**config.mk**
```make
export PLATFORM = sky130hd
export DESIGN_NAME = tsr_top
export DESIGN_NICKNAME = d
export VERILOG_FILES = /design/src/core/tsr_pkg.sv /design/src/core/tsr_sync.sv /design/src/core/tsr_conv.sv /design/src/core/tsr_top.sv
export VERILOG_INCLUDE_DIRS = /design/src /design/src/core
export SDC_FILE = /design/constraint.sdc
export NUM_CORES = 1
export LEC_CHECK = 0
export BUFFER_PORTS_ARGS = -buffer_cell sky130_fd_sc_hd__buf_4
export CORE_MARGIN = 10
export CORE_UTILIZATION = 40
export DETAILED_ROUTE_END_ITERATION = 12
export GPL_TIMING_DRIVEN = 0
export PLACE_DENSITY = 0.58
export SETUP_SLACK_MARGIN = 0.05
export SLEW_MARGIN = 20
export SYNTH_ARGS = -nofsm -noshare
export SYNTH_HDL_FRONTEND = slang
export SYNTH_SLANG_ARGS = --single-unit
```
**constraint.sdc**
```tcl
create_clock -name clock -period 3.8 [get_ports clock]
set_input_delay 0.76 -clock clock [delete_from_list [all_inputs] [get_ports clock]]
set_output_delay 0.76 -clock clock [all_outputs]
set_load 0.01 [all_outputs]
```
**src/core/tsr_map.svh**
```systemverilog
// Constants for the temperature sensor serial readout: pointers, field
// positions, power-on values and conversion times.
// Assumes a 125 MHz core clock; times are converted in the top module.
`ifndef TSR_MAP_SVH
`define TSR_MAP_SVH
`define TSR_CLK_KHZ      125000
`define TSR_CONV13_MS    43
`define TSR_CONV14_MS    100
`define TSR_CONV15_MS    200
`define TSR_CONV16_MS    350
`define TSR_PTR_CTRL     3'h1
`define TSR_PTR_HIGH     3'h2
`define TSR_PTR_LOW      3'h3
`define TSR_PTR_ID       3'h7
`define TSR_CB_RW        7
`define TSR_CTL_SHDN     15
`define TSR_CTL_ONESHOT  14
`define TSR_CTL_OTRST    13
`define TSR_CTL_READY    9
`define TSR_CTL_OTSTAT   8
`define TSR_CTL_RES_HI   5
`define TSR_CTL_RES_LO   4
`define TSR_PTR_POR      8'h00
`define TSR_TEMP_POR     16'h0000
`define TSR_HIGH_POR     16'h7ff8
`define TSR_LOW_POR      16'h7ff0
// Identification value is arbitrary
`define TSR_ID_POR       16'h0a5a
`define TSR_ONESHOT_MARK 16'h8000
`define TSR_ILLEGAL_READ 16'h0000
`define TSR_BYTE_BITS    5'd8
`define TSR_WORD_BITS    5'd16
`endif

```
**src/core/tsr_pkg.sv**
```systemverilog
// Types shared by the temperature sensor serial readout.
// Assumes tsr_map.svh for the numeric constants.
package tsr_pkg;
	typedef enum logic [3:0] {
		TSR_IDLE = 4'b0001,
		TSR_TEMP = 4'b0010,
		TSR_CMD  = 4'b0100,
		TSR_DATA = 4'b1000
	} tsr_phase_e;

	typedef enum logic [1:0] {
		TSR_RES13 = 2'b00,
		TSR_RES14 = 2'b01,
		TSR_RES15 = 2'b10,
		TSR_RES16 = 2'b11
	} tsr_res_e;

	// Serial pins as seen from the host side
	typedef struct packed {
		logic cs_n;
		logic shift_clock;
		logic sio_in;
	} tsr_pins_s;
endpackage : tsr_pkg

```
**src/core/tsr_sync.sv**
```systemverilog
// Two-flop synchroniser for a bundle of asynchronous levels.
// Assumes each bit is an independent level.
`timescale 1ns/1ps
`default_nettype none
module tsr_sync #(
	parameter int           W    = 1,
	parameter logic [W-1:0] INIT = '0
) (
	// Clock and reset
	input  wire logic         clock,
	input  wire logic         rst,
	// Levels
	input  wire logic [W-1:0] d,
	output logic      [W-1:0] q
);
	logic [W-1:0] meta;

	always_ff @(posedge clock) begin
		if (rst) begin
			meta <= INIT;
			q    <= INIT;
		end else begin
			meta <= d;
			q    <= meta;
		end
	end
endmodule : tsr_sync
`default_nettype wire

```
**src/core/tsr_conv.sv**
```systemverilog
// Conversion timer: continuous conversions while running, single ones on request.
// Assumes the cycle count is stable during a conversion.
`timescale 1ns/1ps
`default_nettype none
module tsr_conv (
	// Clock and reset
	input  wire logic        clock,
	input  wire logic        rst,
	// Control
	input  wire logic        run,
	input  wire logic        one_shot,
	input  wire logic [25:0] cycles,
	// Status
	output logic             busy,
	output logic             os_active,
	output logic             done
);
	logic [25:0] cnt;
	logic [25:0] next_cnt;
	logic        next_busy;
	logic        next_os_active;

	// A started conversion always runs to its end, even if run drops
	always_comb begin
		next_cnt       = cnt;
		next_busy      = busy;
		next_os_active = os_active;
		done           = 1'b0;
		if (busy) begin
			if (cnt >= cycles - 26'd1) begin
				done           = 1'b1;
				next_cnt       = '0;
				next_busy      = run;
				next_os_active = 1'b0;
			end else begin
				next_cnt = cnt + 26'd1;
			end
		end else if (run || one_shot) begin
			next_busy      = 1'b1;
			next_cnt       = '0;
			next_os_active = one_shot && !run;
		end
	end

	always_ff @(posedge clock) begin
		if (rst) begin
			cnt       <= '0;
			busy      <= 1'b0;
			os_active <= 1'b0;
		end else begin
			cnt       <= next_cnt;
			busy      <= next_busy;
			os_active <= next_os_active;
		end
	end
endmodule : tsr_conv
`default_nettype wire

```
**src/core/tsr_top.sv**
```systemverilog
// Temperature sensor digital core: conversions, limit alarm and 3-wire serial port.
// Assumes the analog front end presents a 16-bit reading on sensed_temp.
// Operation
// - Registers hold power-on values until written
// - One-shot in shutdown runs one conversion
// - During one-shot: flag zero, temperature 8000h
// - One-shot end sets flag, loads temperature
// - One-shot leaves other registers untouched
// - Alarm asserts when temperature exceeds upper limit
// - Alarm releases below lower limit
// - Alarm reset bit releases; next conversion re-checks
// - Shutdown or one-shot keep alarm state
// - First 16 clocks shift temperature out
// - Chip select high aborts the read
// - Then data line turns input for command
// - Command byte latched only after eighth bit
// - Partial 16-bit write stores upper byte only
// - Command and data pairs repeat freely
// - Temperature is two's complement, resolution scaled
// - 13-bit: sign D15, toggle D0, D2:D1 zero
// - Command: rw bit 7, pointer bits 2:0
// - Illegal pointer reads zero, writes nothing
// - Most significant byte and bit first
// - Shutdown waits for running conversion to finish
`timescale 1ns/1ps
`default_nettype none
`include "tsr_map.svh"
module tsr_top #(
	parameter int unsigned CONV13_CYC = `TSR_CONV13_MS * `TSR_CLK_KHZ,
	parameter int unsigned CONV14_CYC = `TSR_CONV14_MS * `TSR_CLK_KHZ,
	parameter int unsigned CONV15_CYC = `TSR_CONV15_MS * `TSR_CLK_KHZ,
	parameter int unsigned CONV16_CYC = `TSR_CONV16_MS * `TSR_CLK_KHZ
) (
	// Clock and reset
	input  wire logic              clock,
	input  wire logic              rst,
	// Serial pins
	input  wire tsr_pkg::tsr_pins_s pins,
	output logic                   sio_out,
	output logic                   sio_oe,
	// Analog front end
	input  wire logic [15:0]       sensed_temp,
	// Alarm
	output logic                   over_limit_alarm_n
);
	import tsr_pkg::*;

	tsr_pins_s  pins_s;
	logic       cs_q;
	logic       shclk_q;
	tsr_phase_e phase;
	tsr_phase_e next_phase;
	logic [4:0] bitcnt;
	logic [4:0] next_bitcnt;
	logic [15:0] shreg;
	logic [15:0] next_shreg;
	logic [7:0] ptr;
	logic [7:0] next_ptr;
	logic       next_sio_out;
	logic       next_sio_oe;
	logic       wr_hi;
	logic       wr_lo;
	logic [7:0] wr_byte;
	logic       cs_fall;
	logic       shclk_rise;
	logic       shclk_fall;
	logic       rd;
	logic       legal;
	logic [15:0] rd_val;
	logic [15:0] cmd_rd_val;

	logic       shutdown;
	logic       next_shutdown;
	tsr_res_e   res;
	tsr_res_e   next_res;
	logic [15:0] thigh;
	logic [15:0] next_thigh;
	logic [15:0] tlow;
	logic [15:0] next_tlow;
	logic [15:0] temp_reg;
	logic [15:0] next_temp_reg;
	logic       toggle;
	logic       next_toggle;
	logic       result_ready_flag;
	logic       next_result_ready_flag;
	logic       next_alarm_n;
	logic       os_req;
	logic       ot_clr;
	logic       busy;
	logic       os_active;
	logic       done;
	logic [25:0] cycles;
	logic [15:0] fmt_val;
	logic [15:0] temp_view;
	logic [15:0] ctrl_view;

	tsr_sync #(.W(3), .INIT(3'b100)) u_sync (
		.clock (clock),
		.rst   (rst),
		.d     (pins),
		.q     (pins_s)
	);

	tsr_conv u_conv (
		.clock     (clock),
		.rst       (rst),
		.run       (!shutdown),
		.one_shot  (os_req),
		.cycles    (cycles),
		.busy      (busy),
		.os_active (os_active),
		.done      (done)
	);

	function automatic logic is_legal(input logic [7:0] p);
		is_legal = (p[6:3] == 4'h0) && (p[2:0] == `TSR_PTR_CTRL || p[2:0] == `TSR_PTR_HIGH ||
			p[2:0] == `TSR_PTR_LOW || p[2:0] == `TSR_PTR_ID);
	endfunction : is_legal

	function automatic logic [15:0] reg_read(input logic [7:0] p, input logic [15:0] cv,
		input logic [15:0] hv, input logic [15:0] lv);
		reg_read = `TSR_ILLEGAL_READ;
		if (is_legal(p)) begin
			case (p[2:0])
				`TSR_PTR_CTRL: reg_read = cv;
				`TSR_PTR_HIGH: reg_read = hv;
				`TSR_PTR_LOW:  reg_read = lv;
				default:       reg_read = `TSR_ID_POR;
			endcase
		end
	endfunction : reg_read

	// Pins only reach logic after the synchroniser
	assign cs_fall    = !pins_s.cs_n && cs_q;
	assign shclk_rise = pins_s.shift_clock && !shclk_q;
	assign shclk_fall = !pins_s.shift_clock && shclk_q;
	assign rd         = ptr[`TSR_CB_RW];
	assign legal   = is_legal(ptr);

	assign temp_view = os_active ? `TSR_ONESHOT_MARK : temp_reg;
	always_comb begin
		ctrl_view                     = '0;
		ctrl_view[`TSR_CTL_SHDN]      = shutdown;
		ctrl_view[`TSR_CTL_READY]     = result_ready_flag;
		ctrl_view[`TSR_CTL_OTSTAT]    = !over_limit_alarm_n;
		ctrl_view[`TSR_CTL_RES_HI:`TSR_CTL_RES_LO] = res;
	end
	assign rd_val     = reg_read(ptr, ctrl_view, thigh, tlow);
	assign cmd_rd_val = reg_read(shreg[7:0], ctrl_view, thigh, tlow);

	// Serial engine: output changes on clock falls, input sampled on rises
	always_comb begin
		next_phase   = phase;
		next_bitcnt  = bitcnt;
		next_shreg   = shreg;
		next_ptr     = ptr;
		next_sio_out = sio_out;
		next_sio_oe  = sio_oe;
		wr_hi        = 1'b0;
		wr_lo        = 1'b0;
		wr_byte      = shreg[7:0];
		if (pins_s.cs_n) begin
			next_phase  = TSR_IDLE;
			next_bitcnt = '0;
			next_sio_oe = 1'b0;
		end else begin
			case (phase)
				TSR_IDLE: begin
					if (cs_fall) begin
						next_phase   = TSR_TEMP;
						next_shreg   = temp_view;
						next_sio_out = temp_view[15];
						next_sio_oe  = 1'b1;
						next_bitcnt  = '0;
					end
				end
				TSR_TEMP, TSR_DATA: begin
					if (phase == TSR_DATA && !rd) begin
						if (shclk_rise) begin
							next_shreg  = {shreg[14:0], pins_s.sio_in};
							next_bitcnt = bitcnt + 5'd1;
						end else if (shclk_fall && bitcnt == `TSR_BYTE_BITS) begin
							wr_hi = legal;
						end else if (shclk_fall && bitcnt == `TSR_WORD_BITS) begin
							wr_lo       = legal;
							next_phase  = TSR_CMD;
							next_bitcnt = '0;
						end
					end else if (shclk_rise) begin
						next_bitcnt = bitcnt + 5'd1;
					end else if (shclk_fall && bitcnt != 5'd0) begin
						if (bitcnt == `TSR_WORD_BITS) begin
							next_phase  = TSR_CMD;
							next_sio_oe = 1'b0;
							next_bitcnt = '0;
						end else begin
							next_shreg   = {shreg[14:0], 1'b0};
							next_sio_out = shreg[14];
						end
					end
				end
				TSR_CMD: begin
					if (shclk_rise) begin
						next_shreg  = {shreg[14:0], pins_s.sio_in};
						next_bitcnt = bitcnt + 5'd1;
					end else if (shclk_fall && bitcnt == `TSR_BYTE_BITS) begin
						next_ptr    = shreg[7:0];
						next_phase  = TSR_DATA;
						next_bitcnt = '0;
						if (shreg[`TSR_CB_RW]) begin
							next_shreg   = cmd_rd_val;
							next_sio_out = cmd_rd_val[15];
							next_sio_oe  = 1'b1;
						end
					end
				end
				default: begin
					next_phase  = TSR_IDLE;
					next_sio_oe = 1'b0;
				end
			endcase
		end
	end

	always_ff @(posedge clock) begin
		if (rst) begin
			cs_q    <= 1'b1;
			shclk_q <= 1'b0;
			phase   <= TSR_IDLE;
			bitcnt  <= '0;
			shreg   <= '0;
			ptr     <= `TSR_PTR_POR;
			sio_out <= 1'b0;
			sio_oe  <= 1'b0;
		end else begin
			cs_q    <= pins_s.cs_n;
			shclk_q <= pins_s.shift_clock;
			phase   <= next_phase;
			bitcnt  <= next_bitcnt;
			shreg   <= next_shreg;
			ptr     <= next_ptr;
			sio_out <= next_sio_out;
			sio_oe  <= next_sio_oe;
		end
	end

	// Conversion time follows the resolution in force
	always_comb begin
		case (res)
			TSR_RES13: cycles = CONV13_CYC[25:0];
			TSR_RES14: cycles = CONV14_CYC[25:0];
			TSR_RES15: cycles = CONV15_CYC[25:0];
			default:   cycles = CONV16_CYC[25:0];
		endcase
	end

	// Unused low bits read zero, D0 carries the toggle below 16 bits
	always_comb begin
		case (res)
			TSR_RES13: fmt_val = {sensed_temp[15:3], 2'b00, !toggle};
			TSR_RES14: fmt_val = {sensed_temp[15:2], 1'b0, !toggle};
			TSR_RES15: fmt_val = {sensed_temp[15:1], !toggle};
			default:   fmt_val = sensed_temp;
		endcase
	end

	// Action bits live only in the upper byte, so they fire on its latch
	assign os_req = wr_hi && ptr[2:0] == `TSR_PTR_CTRL && wr_byte[`TSR_CTL_ONESHOT - 8] &&
		wr_byte[`TSR_CTL_SHDN - 8] && shutdown && !busy;
	assign ot_clr = wr_hi && ptr[2:0] == `TSR_PTR_CTRL && wr_byte[`TSR_CTL_OTRST - 8];

	always_comb begin
		next_shutdown = shutdown;
		next_res      = res;
		next_thigh    = thigh;
		next_tlow     = tlow;
		next_temp_reg = temp_reg;
		next_toggle   = toggle;
		next_result_ready_flag = result_ready_flag;
		next_alarm_n  = over_limit_alarm_n;
		if (wr_hi) begin
			case (ptr[2:0])
				`TSR_PTR_CTRL: next_shutdown = wr_byte[`TSR_CTL_SHDN - 8];
				`TSR_PTR_HIGH: next_thigh[15:8] = wr_byte;
				`TSR_PTR_LOW:  next_tlow[15:8]  = wr_byte;
				default: ;
			endcase
		end
		if (wr_lo) begin
			case (ptr[2:0])
				`TSR_PTR_CTRL: next_res = tsr_res_e'(wr_byte[`TSR_CTL_RES_HI:`TSR_CTL_RES_LO]);
				`TSR_PTR_HIGH: next_thigh[7:0] = wr_byte;
				`TSR_PTR_LOW:  next_tlow[7:0]  = wr_byte;
				default: ;
			endcase
		end
		if (os_req) begin
			next_result_ready_flag = 1'b0;
		end
		if (ot_clr) begin
			next_alarm_n = 1'b1;
		end
		// A finishing conversion that crosses a limit wins over a same-cycle alarm reset
		if (done) begin
			next_temp_reg = fmt_val;
			next_toggle   = !toggle;
			next_result_ready_flag = 1'b1;
			if ($signed(fmt_val) > $signed(thigh)) begin
				next_alarm_n = 1'b0;
			end else if ($signed(fmt_val) < $signed(tlow)) begin
				next_alarm_n = 1'b1;
			end
		end
	end

	always_ff @(posedge clock) begin
		if (rst) begin
			shutdown           <= 1'b0;
			res                <= TSR_RES13;
			thigh              <= `TSR_HIGH_POR;
			tlow               <= `TSR_LOW_POR;
			temp_reg           <= `TSR_TEMP_POR;
			toggle             <= 1'b0;
			result_ready_flag  <= 1'b0;
			over_limit_alarm_n <= 1'b1;
		end else begin
			shutdown           <= next_shutdown;
			res                <= next_res;
			thigh              <= next_thigh;
			tlow               <= next_tlow;
			temp_reg           <= next_temp_reg;
			toggle             <= next_toggle;
			result_ready_flag  <= next_result_ready_flag;
			over_limit_alarm_n <= next_alarm_n;
		end
	end
endmodule : tsr_top
`default_nettype wire

```
* Word-level counts from Yosys, hierarchy flattened
Index checks and enable logic that the tools add are counted.
** Word-level totals
- Bits in registers :: 124
- Word-level logic and storage cells :: 209
- Memory bits (read-only) :: 0
- RAM bits :: 0
- Memories kept :: 0
- Input bits :: 21
- Latch bits :: 0
** Operators by class
- Bitwise logic cells :: 2
- Order comparisons :: 3
- Mux-type cells :: 83
- Shift operators :: 0
- Add/subtract/negate cells :: 3
- Divide/modulo/power cells :: 0
- $mul :: 0
- Eq/ne operators :: 40
- Reductions and logical operators :: 54
** Operators by type and width (count)
- two-way mux 15 bit :: 9
- two-way mux 26 bit :: 3
- one-hot mux 26 bit (3 select lines) :: 1
- two-way mux 5 bit :: 10
- one-hot mux 16 bit (3 select lines) :: 1
- one-hot mux 15 bit (3 select lines) :: 1
- two-way mux 1 bit :: 41
- two-way mux 4 bit :: 10
- two-way mux 16 bit :: 2
- inequality test 3 bit, second input constant :: 10
- adder 26 x 1 -> 26 bit, second input constant :: 1
- greater-or-equal comparator 26 bit :: 1
- subtractor 26 x 1 -> 26 bit, second input constant :: 1
- AND reduction 8 bit :: 3
- inequality test 2 bit, second input constant :: 10
- greater-than comparator 16 bit :: 1
- logical AND 1 bit :: 16
- < comparator 16 bit :: 1
- inequality test 4 bit, second input constant :: 4
- one-hot mux 5 bit (3 select lines) :: 1
- AND reduction 2 bit :: 7
- == test 3 x 2 -> 1 bit, second input constant :: 4
- one-hot mux 4 bit (3 select lines) :: 1
- AND reduction 10 bit :: 1
- other kinds (25) :: 45

* Logic depth before layout (Yosys ltp)
Gate-level depths: netlist of the first run.
- Depth in word-level cells :: 18
- Depth in mapped cells :: 11
- Gate-level depth less buffers :: 11

* Cells and area by module
A second synthesis of the first run with hierarchy kept.
** Unflattened totals
- Cells, all modules :: 930
- Area, all modules :: 7704.9 um^2
** Modules (own cells, without submodules)
- tsr_top :: cells each 600, times used 1, sequential area each 1801.7 um^2, area each 5126.2 um^2
- tsr_conv :: cells each 318, times used 1, sequential area each 560.5 um^2, area each 2421.1 um^2
- tsr_sync :: cells each 12, times used 1, sequential area each 120.1 um^2, area each 157.7 um^2

* Worst setup path before layout of the first run
OpenSTA, ideal clock, no wires.
- Path type :: register -> register
- Start :: reg res[1]
- End :: reg u_conv.cnt[8]
- Clock period less this slack :: 3081 ps
- Buffers on the path :: 1
- Setup time :: 70 ps
- Required time :: 3730 ps
- Cell stages (with the launch flop) :: 12
- Setup slack :: 719 ps
- Arrival time :: 3011 ps
- Cell sequence :: dfxtp_1 > inv_1 > ha_1 > inv_1 > ha_1 > a211oi_1 > o21ai_1 > a221o_1 > a2111oi_2 > clkbuf_1 > a31oi_1 > o2bb2ai_1
** Between the ends
- Cells in the longest elaborated chain, start to end :: 6
- Elaborated cells between the ends (all ways) :: 8
- Classes of those cells :: add/sub (1); order compare (1); eq/ne (2); mux (3); reduce/logical (1)
** Ends and longest elaborated chain
- start: declaration :: line tsr_top.sv:74 : tsr_res_e res;
- start signal: assignment :: line tsr_top.sv:328 : res <= next_res;
- == test 2 bit, or another cell as far along :: line tsr_top.sv:249 : case (res)
- one-hot mux 26 bit (3 select lines) (*) :: line tsr_top.sv:249
- subtractor 26 x 1 -> 26 bit (*) :: line tsr_conv.sv:30 : if (cnt >= cycles - 26'd1) begin
- greater-or-equal comparator 26 bit (*) :: line tsr_conv.sv:30
- two-way mux 26 bit (*) :: line tsr_conv.sv:30
- two-way mux 26 bit (*) :: line tsr_conv.sv:29 : if (busy) begin
- end signal: assignment :: line tsr_conv.sv:51 : cnt <= next_cnt;
- end: declaration :: line tsr_conv.sv:18 : logic [25:0] cnt;
Every way passes the cells marked *; elsewhere a longest branch is shown, timed or not.
A chain may end at the register's enable or synchronous reset.

* Worst setup path after layout of the first run
- Start :: reg res[0]
- End :: reg u_conv.cnt[22]
The elaborated chain is that of the path after synthesis.

==> results of run 1 <==
-- critical path, delay by kind of cell, from the launching register on --
| kind | cells | cell delay [ns] |
|---|---|---|
| AOI/OAI and AO/OA | 6 | 1.54 |
| DFF | 1 | 0.54 |
| adders and majority gates | 2 | 0.61 |
| buffers and inverters | 3 | 0.71 |
-- per-layer routing --
layer | global-route usage, % | routed length [um] | vias to the layer above
met2 | 28.2 | 9890 | 206
met1 | 26.5 | 10900 | 3339
met3 | 4.25 | 1550 | 22
met5 | 0 | 0 | -
met4 | 4.32 | 294 | 0
li1 | - | - | 3340
-- cell families after synthesis --
| family | share of synthesized area [%] |
|---|---|
| simple gates | 20.3 |
| compound gates | 21.4 |
| flops | 33.7 |
| buf+inv | 6.31 |
| fa+ha+maj | 11.0 |
| mux | 5.84 |
| xor+xnor | 1.43 |
| other cells | 0.102 |
-- power groups by stage --
stage	logic, mW	clock network, mW	registers [mW]
floorplan	0.0735	0	1.34
global placement	0.134	0	1.34
detailed placement	0.135	0	1.34
CTS	0.137	1.76	1.31
global route	0.154	1.82	1.31
finish	0.141	1.73	1.31
-- worst min path at each step --
stage | slack, ns | end | cells past startpoint
after floorplan | 0.39 | u_sync.q[2] | 1
after global placement | 0.39 | u_sync.q[2] | 1
after detailed placement | 0.40 | u_sync.q[2] | 1
after CTS | 0.41 | u_sync.q[2] | 1
after global routing | 0.44 | u_sync.q[2] | 1
final | 0.41 | u_sync.q[2] | 1
-- per-stage QoR --
stage	util [%]	std cells	cell area, um2	total power [mW]
4_1_cts	47.1	1170	8490	3.21
3_3_place_gp	43.4	1138	7830	1.48
5_1_grt	47.6	1182	8580	3.28
6_report	47.6	1182	8580	3.19
3_5_place_dp	43.4	1138	7830	1.48
2_1_floorplan	-	886	7370	1.41
-- cell usage in the layout, fill, tap and decap left out, types with 32 or more instances in the layout --
master and n:
a21oi_1 53, buf_4 37, clkbuf_1 35, dfxtp_1 123, ha_1 64, inv_1 61, mux2i_1 43, nand2_1 80
nand3_1 32, nor2_1 75, o21ai_0 50
-- repair_timing --
action                     in CTS  in global routing
pin swaps                       0                  4
setup endpoints to repair      34                 47
resized for setup               6                  1
gates cloned                    0                  0
hold endpoints to repair        0                  0
buffers inserted                0                 12
-- layout make-up --
class / count / area share, %
Inverter: 62 / 2.71
Clock buffer: 20 / 5.44
Tap cell: 229 / 3.34
Multi-Input combinational cell: 651 / 51.9
Sequential cell: 124 / 29.0
Clock inverter: 12 / 1.88
Timing Repair Buffer: 35 / 3.06
Buffer: 49 / 2.74
==> qor.txt, run 1 <==
CTS Hold Bufs - 0
maximum resistive drop on vdd - 0.000384 V
Highest Clock Rate - 287 MHz
Power Density - 371 mW/mm2
CP startpoint - res[0]
critical path cell sequence - inv_1 > ha_1 > inv_1 > ha_1 > a211oi_1 > o21ai_1 > a221o_1 > a2111oi_4 > clkbuf_2 > a31oi_1 > o21bai_1
DR pass1 iterations - 5
min cycle time layout - 3.49 ns
Routed Antenna Nets - 0
CP required - 4.15 ns
Sequential Power Share - 41.2%
endpoints failing hold - 0
antenna violations before repair - 0
Setup CP Type - reg -> reg
die area - 0.0243 mm2
MaxCap Viol Count - 0
worst min-delay path class - reg -> reg
Reg2Reg Depth - 11
Core ar. - 0.0180 mm2
min-delay src - u_sync.meta[2]
# clock sinks - 124
Seq/Total Area, Yosys - 33.7%
IO buf count - 23
top_reg_cell synth - dfxtp_1
hold_ws - 0.409 ns
Fin Setup TNS - 0 ns
DRC - 0
Synth Instances - 886
Crit Path Max Fanout - 10
max-slew violation count - 0
cell with the most instances after synthesis - dfxtp_1
largest net degree at the start of global routing - 17
DR iter-0 viols - 526
Top Ports - 24
Layout area overhead - 16.4%
number of synthesized flops with an enable pin - 0
pre-CTS setup slack - -0.243 ns
share of the synthesized area in the top cell type - 33.7%
largest area contributor in the netlist - dfxtp_1
clk slew on worst S/H paths - 0.06 ns
mean routed wirelength per cell - 19.1 um
Clock Power Share - 54.3%
fraction of layout cells with a size suffix above 1 - 10.8%
Post-synth top cells - 124 x dfxtp_1, 80 x nand2_1, 76 x nor2_1, 64 x ha_1, 61 x inv_1
Vias - 6907
Gate power share - 4.4%
fin crit share - 91.7%
vias in the first global route - 6457
ys async rst share - 0%
synthesized net count - 971
row cnt - 49
Netlist cell types - 70
Synth area leaders - dfxtp_1 34%, ha_1 11%, mux2i_1 5.8%, nand2_1 4.1%, nor2_1 3.9%
Setup-failing EPs final - 0
start of the worst register-to-register path - res[0]
number of buffers created by CTS - 17
clk_skew - 0.0102 ns
Critical Path AT - 3.84 ns
RSZ-0062 raised after global routing - false
Slew @ Worst Pin - 1.00 ns
CTS tree - done
Ys Warns - 0
cell chosen for the clock root - clkbuf_16
Relative slew margins - 32.5%
reg2reg end - u_conv.cnt[22]
DP HPWL - 16.7 mm
startpoint types - register
Avg Synthesized Cell Area - 8.32 um2
total global-route track usage - 18.7%
max reg flops - 26
internal power - 2.45 mW
FF-to-FF setup slack - 0.31 ns
first-pass GRT wire length - 36.1 mm
outcome - completed
maximum clock path buffer count - 2
via/cell ratio - 5.84
Routed WL - 22.6 mm
Switch Pwr - 740 uW
Nets - 1025
grt total ovfl - 0
Setup WS post-layout - 0.315 ns
Yosys reg bits - 124
cell leakage power - 3.51 nW
Seq. cell area - 0.00248 mm2
clock latency on the worst-skew pair - 0.42 ns
Top reg by flops - u_conv.cnt
fill count - 1852
Slowest-stage cell, CP - dfxtp_1
RePlAce Congestion - 0.854
largest stage delay on the critical path - 0.54 ns
switching portion of total power - 23.2%
area occupied by multi-input gates - 0.00445 mm2
Worst Setup EP - u_conv.cnt[22]
width of the die - 156 um
H-tree Lvls - 4
Antenna Cells - 0
Mapped Area - 0.00737 mm2
Crit. End Element - register
Initial Utilization - 40.9%
chip height - 156 um
(Power assumes the default switching activity.)
==> run 2: changes to the inputs <==
--- a/config.mk
+++ b/config.mk
@@ -13,7 +13,8 @@
 export GPL_TIMING_DRIVEN = 0
 export PLACE_DENSITY = 0.58
 export SETUP_SLACK_MARGIN = 0.05
-export SLEW_MARGIN = 20
+export SLEW_MARGIN = 15
 export SYNTH_ARGS = -nofsm -noshare
 export SYNTH_HDL_FRONTEND = slang
+export SYNTH_HIERARCHICAL = 1
 export SYNTH_SLANG_ARGS = --single-unit
==> run 2 against run 1 <==
  * The run now ends with negative setup slack left
  * Hold slack gained 0.0023 ns
  * Critical path depth grew 9
  * Via count grew 0.97%
  * Synthesized cell count grew 5.0%
  * Power shrank 5.8%
  * Global-route usage shrank 1.5 points
  * Sequential power is essentially flat
  * Sequential share of layout area shrank 1.9 points
  * Die area grew 3.9%
  * Clock-buffer cell count shrank 3
  * Clock power shrank 12%
  * Largest power group unchanged
==> qor.txt, run 2 <==
Netlist cell types - 75 (was 70)
WL met3 - 1.04 mm (was 1.55 mm)
Bufs and invs on worst path - 5 (was 3)
Layout Utilization - 48.8% (was 47.6%)
cell family with most CP delay - simple AND/OR/NAND/NOR gates (was compound AO/OA/AOI/OAI gates)
width of the die - 159 um (was 156 um)
CTS Hold Bufs - 0 (unchanged)
Avg Synthesized Cell Area - 8.28 um2 (was 8.32 um2)
maximum clock path buffer count - 2 (unchanged)
number of synthesized flops with an enable pin - 0 (unchanged)
Reg2Reg Depth - 20 (was 11)
cell chosen for the clock root - clkbuf_16 (unchanged)
cell leakage power - 3.79 nW (was 3.51 nW)
clk slew on worst S/H paths - 0.07 ns (was 0.06 ns)
endpoints failing hold - 0 (unchanged)
max-slew violation count - 0 (unchanged)
hold_ws - 0.411 ns (was 0.409 ns)
Top Ports - 24 (unchanged)
row cnt - 50 (was 49)
Antenna Cells - 0 (unchanged)
# clock sinks - 124 (unchanged)
via/cell ratio - 5.44 (was 5.84)
Seq/Total Area, Yosys - 32.2% (was 33.7%)
Fin Setup TNS - -1.29 ns (was 0 ns)
Critical Path AT - 4.24 ns (was 3.84 ns)
Setup CP Type - reg -> reg (unchanged)
startpoint types - register (unchanged)
CP required - 4.10 ns (was 4.15 ns)
top_reg_cell synth - dfxtp_1 (unchanged)
Hold Path Stages - 1 (unchanged)
critical path cell sequence - inv_2 > ha_1 > or2_4 > nor4_4 > buf_4 > buf_4 > nand2_1 > nor4_1 > xnor2_1 > ha_1 > a21oi_1 > a21oi_1 > a211o_1 > nand2_1 > nand2_2 > and2_4 > clkbuf_16 > clkbuf_16 > mux2i_2 > nor2_1 (was inv_1 > ha_1 > inv_1 > ha_1 > a211oi_1 > o21ai_1 > a221o_1 > a2111oi_4 > clkbuf_2 > a31oi_1 > o21bai_1)
largest area contributor in the netlist - dfxtp_1 (unchanged)
MaxCap Viol Count - 0 (unchanged)
Yosys reg bits - 124 (unchanged)
Slew @ Worst Pin - 0.947 ns (was 1.00 ns)
total global-route track usage - 17.2% (was 18.7%)
Power Density - 327 mW/mm2 (was 371 mW/mm2)
cell with the most instances after synthesis - dfxtp_1 (unchanged)
Mapped Area - 0.00770 mm2 (was 0.00737 mm2)
min cycle time layout - 3.94 ns (was 3.49 ns)
DRC - 0 (unchanged)
Relative slew margins - 36.4% (was 32.5%)
largest net degree at the start of global routing - 17 (unchanged)
Crit path depth - 20 (was 11)
Highest Clock Rate - 254 MHz (was 287 MHz)
WL met1 - 10.2 mm (was 10.9 mm)
DR iter-0 viols - 398 (was 526)
fraction of layout cells with a size suffix above 1 - 14.2% (was 10.8%)
Synth Instances - 930 (was 886)
Post-synth top cells - 124 x dfxtp_1, 92 x nor2_1, 91 x nand2_1, 67 x ha_1, 55 x inv_1 (was 124 x dfxtp_1, 80 x nand2_1, 76 x nor2_1, 64 x ha_1, 61 x inv_1)
commonest cells after routing, fill and taps aside - 122 x dfxtp_1, 89 x nand2_1, 88 x nor2_1, 64 x ha_1 (was 123 x dfxtp_1, 80 x nand2_1, 75 x nor2_1, 64 x ha_1, 61 x inv_1)
met2 WL post-DR - 10.4 mm (was 9.89 mm)
Ys Warns - 6 (was 0)
maximum resistive drop on vdd - 0.000290 V (was 0.000384 V)
mean routed wirelength per cell - 17.2 um (was 19.1 um)
antenna violations before repair - 0 (unchanged)
Routed WL - 22.0 mm (was 22.6 mm)
Synth area leaders - dfxtp_1 32%, ha_1 11%, mux2i_1 7.0%, nor2_1 4.5%, nand2_1 4.4% (was dfxtp_1 34%, ha_1 11%, mux2i_1 5.8%, nand2_1 4.1%, nor2_1 3.9%)
worst min-delay path class - reg -> reg (unchanged)
max reg flops - 26 (unchanged)
Slowest-stage cell, CP - dfxtp_4 (was dfxtp_1)
Nets - 1098 (was 1025)
clock latency on the worst-skew pair - 0.43 ns (was 0.42 ns)
grt total ovfl - 0 (unchanged)
outcome - complete, but fails checks (was completed)
DP HPWL - 16.3 mm (was 16.7 mm)
RePlAce Congestion - 0.895 (was 0.854)
Setup WS post-layout - -0.144 ns (was 0.315 ns)
H-tree Lvls - 4 (unchanged)
chip height - 159 um (was 156 um)
first-pass GRT wire length - 35.7 mm (was 36.1 mm)
DR top layer - met4 (unchanged)
IO buf count - 23 (unchanged)
Vias - 6974 (was 6907)
Top reg by flops - u_conv/cnt (was u_conv.cnt)
Initial Utilization - 40.9% (about the same)
clk_skew - 0.0143 ns (was 0.0102 ns)
violated checks - negative setup slack
fin crit share - 104% (was 91.7%)
RSZ-0062 raised after global routing - true (was false)
Crit Path Max Fanout - 6 (was 10)
commonest non-fill, non-tap cell in the layout - dfxtp_1 (unchanged)
die area - 0.0252 mm2 (was 0.0243 mm2)
CTS tree - done (unchanged)
number of buffers created by CTS - 17 (unchanged)
ys async rst share - 0% (unchanged)
Core ar. - 0.0188 mm2 (was 0.0180 mm2)
Routed Antenna Nets - 0 (unchanged)
Setup-failing EPs final - 25 (was 0)
Layout area overhead - 19.3% (was 16.4%)
largest stage delay on the critical path - 0.40 ns (was 0.54 ns)
Crit. End Element - register (unchanged)
share of the synthesized area in the top cell type - 32.2% (was 33.7%)
vias in the first global route - 6716 (was 6457)
DR pass1 iterations - 5 (unchanged)
run 2: cell types whose count changed after synthesis, sizes merged, moves of 9 or more:
cell | before | now
nand2 | 80 | 92
o21ai | 53 | 27
a221o | 9 | 0
mux2i | 43 | 54
nor2 | 78 | 95
nand3 | 32 | 53
xnor2 | 6 | 19
run 2: metal layers:
metal,global-route usage [%],vias up
met1,21.7,3264
met5,0,-
met3,3.54,31
met4,6.34,0
met2,28.2,181
li1,-,3498
run 2: worst reg2reg max path, stage by stage, from the launching register on:
cell       delay [ns]
dfxtp_4          0.40
inv_2            0.09
ha_1             0.22
or2_4            0.25
nor4_4           0.25
buf_4            0.18
buf_4            0.11
nand2_1          0.08
nor4_1           0.26
xnor2_1          0.18
ha_1             0.29
a21oi_1          0.14
a21oi_1          0.08
a211o_1          0.32
nand2_1          0.12
nand2_2          0.07
and2_4           0.19
clkbuf_16        0.18
clkbuf_16        0.18
mux2i_2          0.18
nor2_1           0.07
run 2: cell type report:
class,count,area [um2]
buffer,43,262
clock buffer,17,425
clock inverter,15,114
fill,1832,9640
inverter,55,216
multi-input combinational,728,5020
sequential,124,2490
tap,260,325
timing repair buffer,41,343
run 2: final timing paths:
check                       from           end  slack (ns)
setup / recovery          res[1]  temp_reg[12]       -0.14
hold / removal    u_sync/meta[2]   u_sync/q[2]        0.41
setup reg to reg          res[1]  temp_reg[12]       -0.14
hold reg to reg   u_sync/meta[2]   u_sync/q[2]        0.41
run 2: per-stage QoR:
stage               cells  cell area, um2  setup WS [ns]  total power [mW]
CTS                  1281            9100         -0.141              3.02
global route         1283            9190         -0.430              3.10
floorplan             950            7860         0.0850              1.45
global placement     1233            8350         -0.814              1.51
finish               1283            9190         -0.144              3.00
detailed placement   1233            8350         -0.854              1.51
run 2: kinds of logic after synthesis:
group	after synthesis	synth area share (%)
xor gates and xnor gates	28	3.18
other	2	0.0975
and+or+nand+nor	364	23.9
DFF	124	32.2
buffers and inverters	98	5.52
AOI/OAI and AO/OA	190	16.8
adders and majority gates	68	11.0
muxes	56	7.31
run 2: power by group:
part | internal (mW) | leakage (nW) | switching, mW
clock | 0.842 | 0.259 | 0.676
sequential | 1.31 | 1.00 | 0.0119
combinational | 0.0631 | 2.53 | 0.0994
total | 2.22 | 3.79 | 0.787
run 2: repair_timing:
action	in CTS	in global routing
pin swaps	17	4
endpoints found under the setup margin	47	46
resized for setup	18	21
setup buffers	15	2
gates cloned	1	0
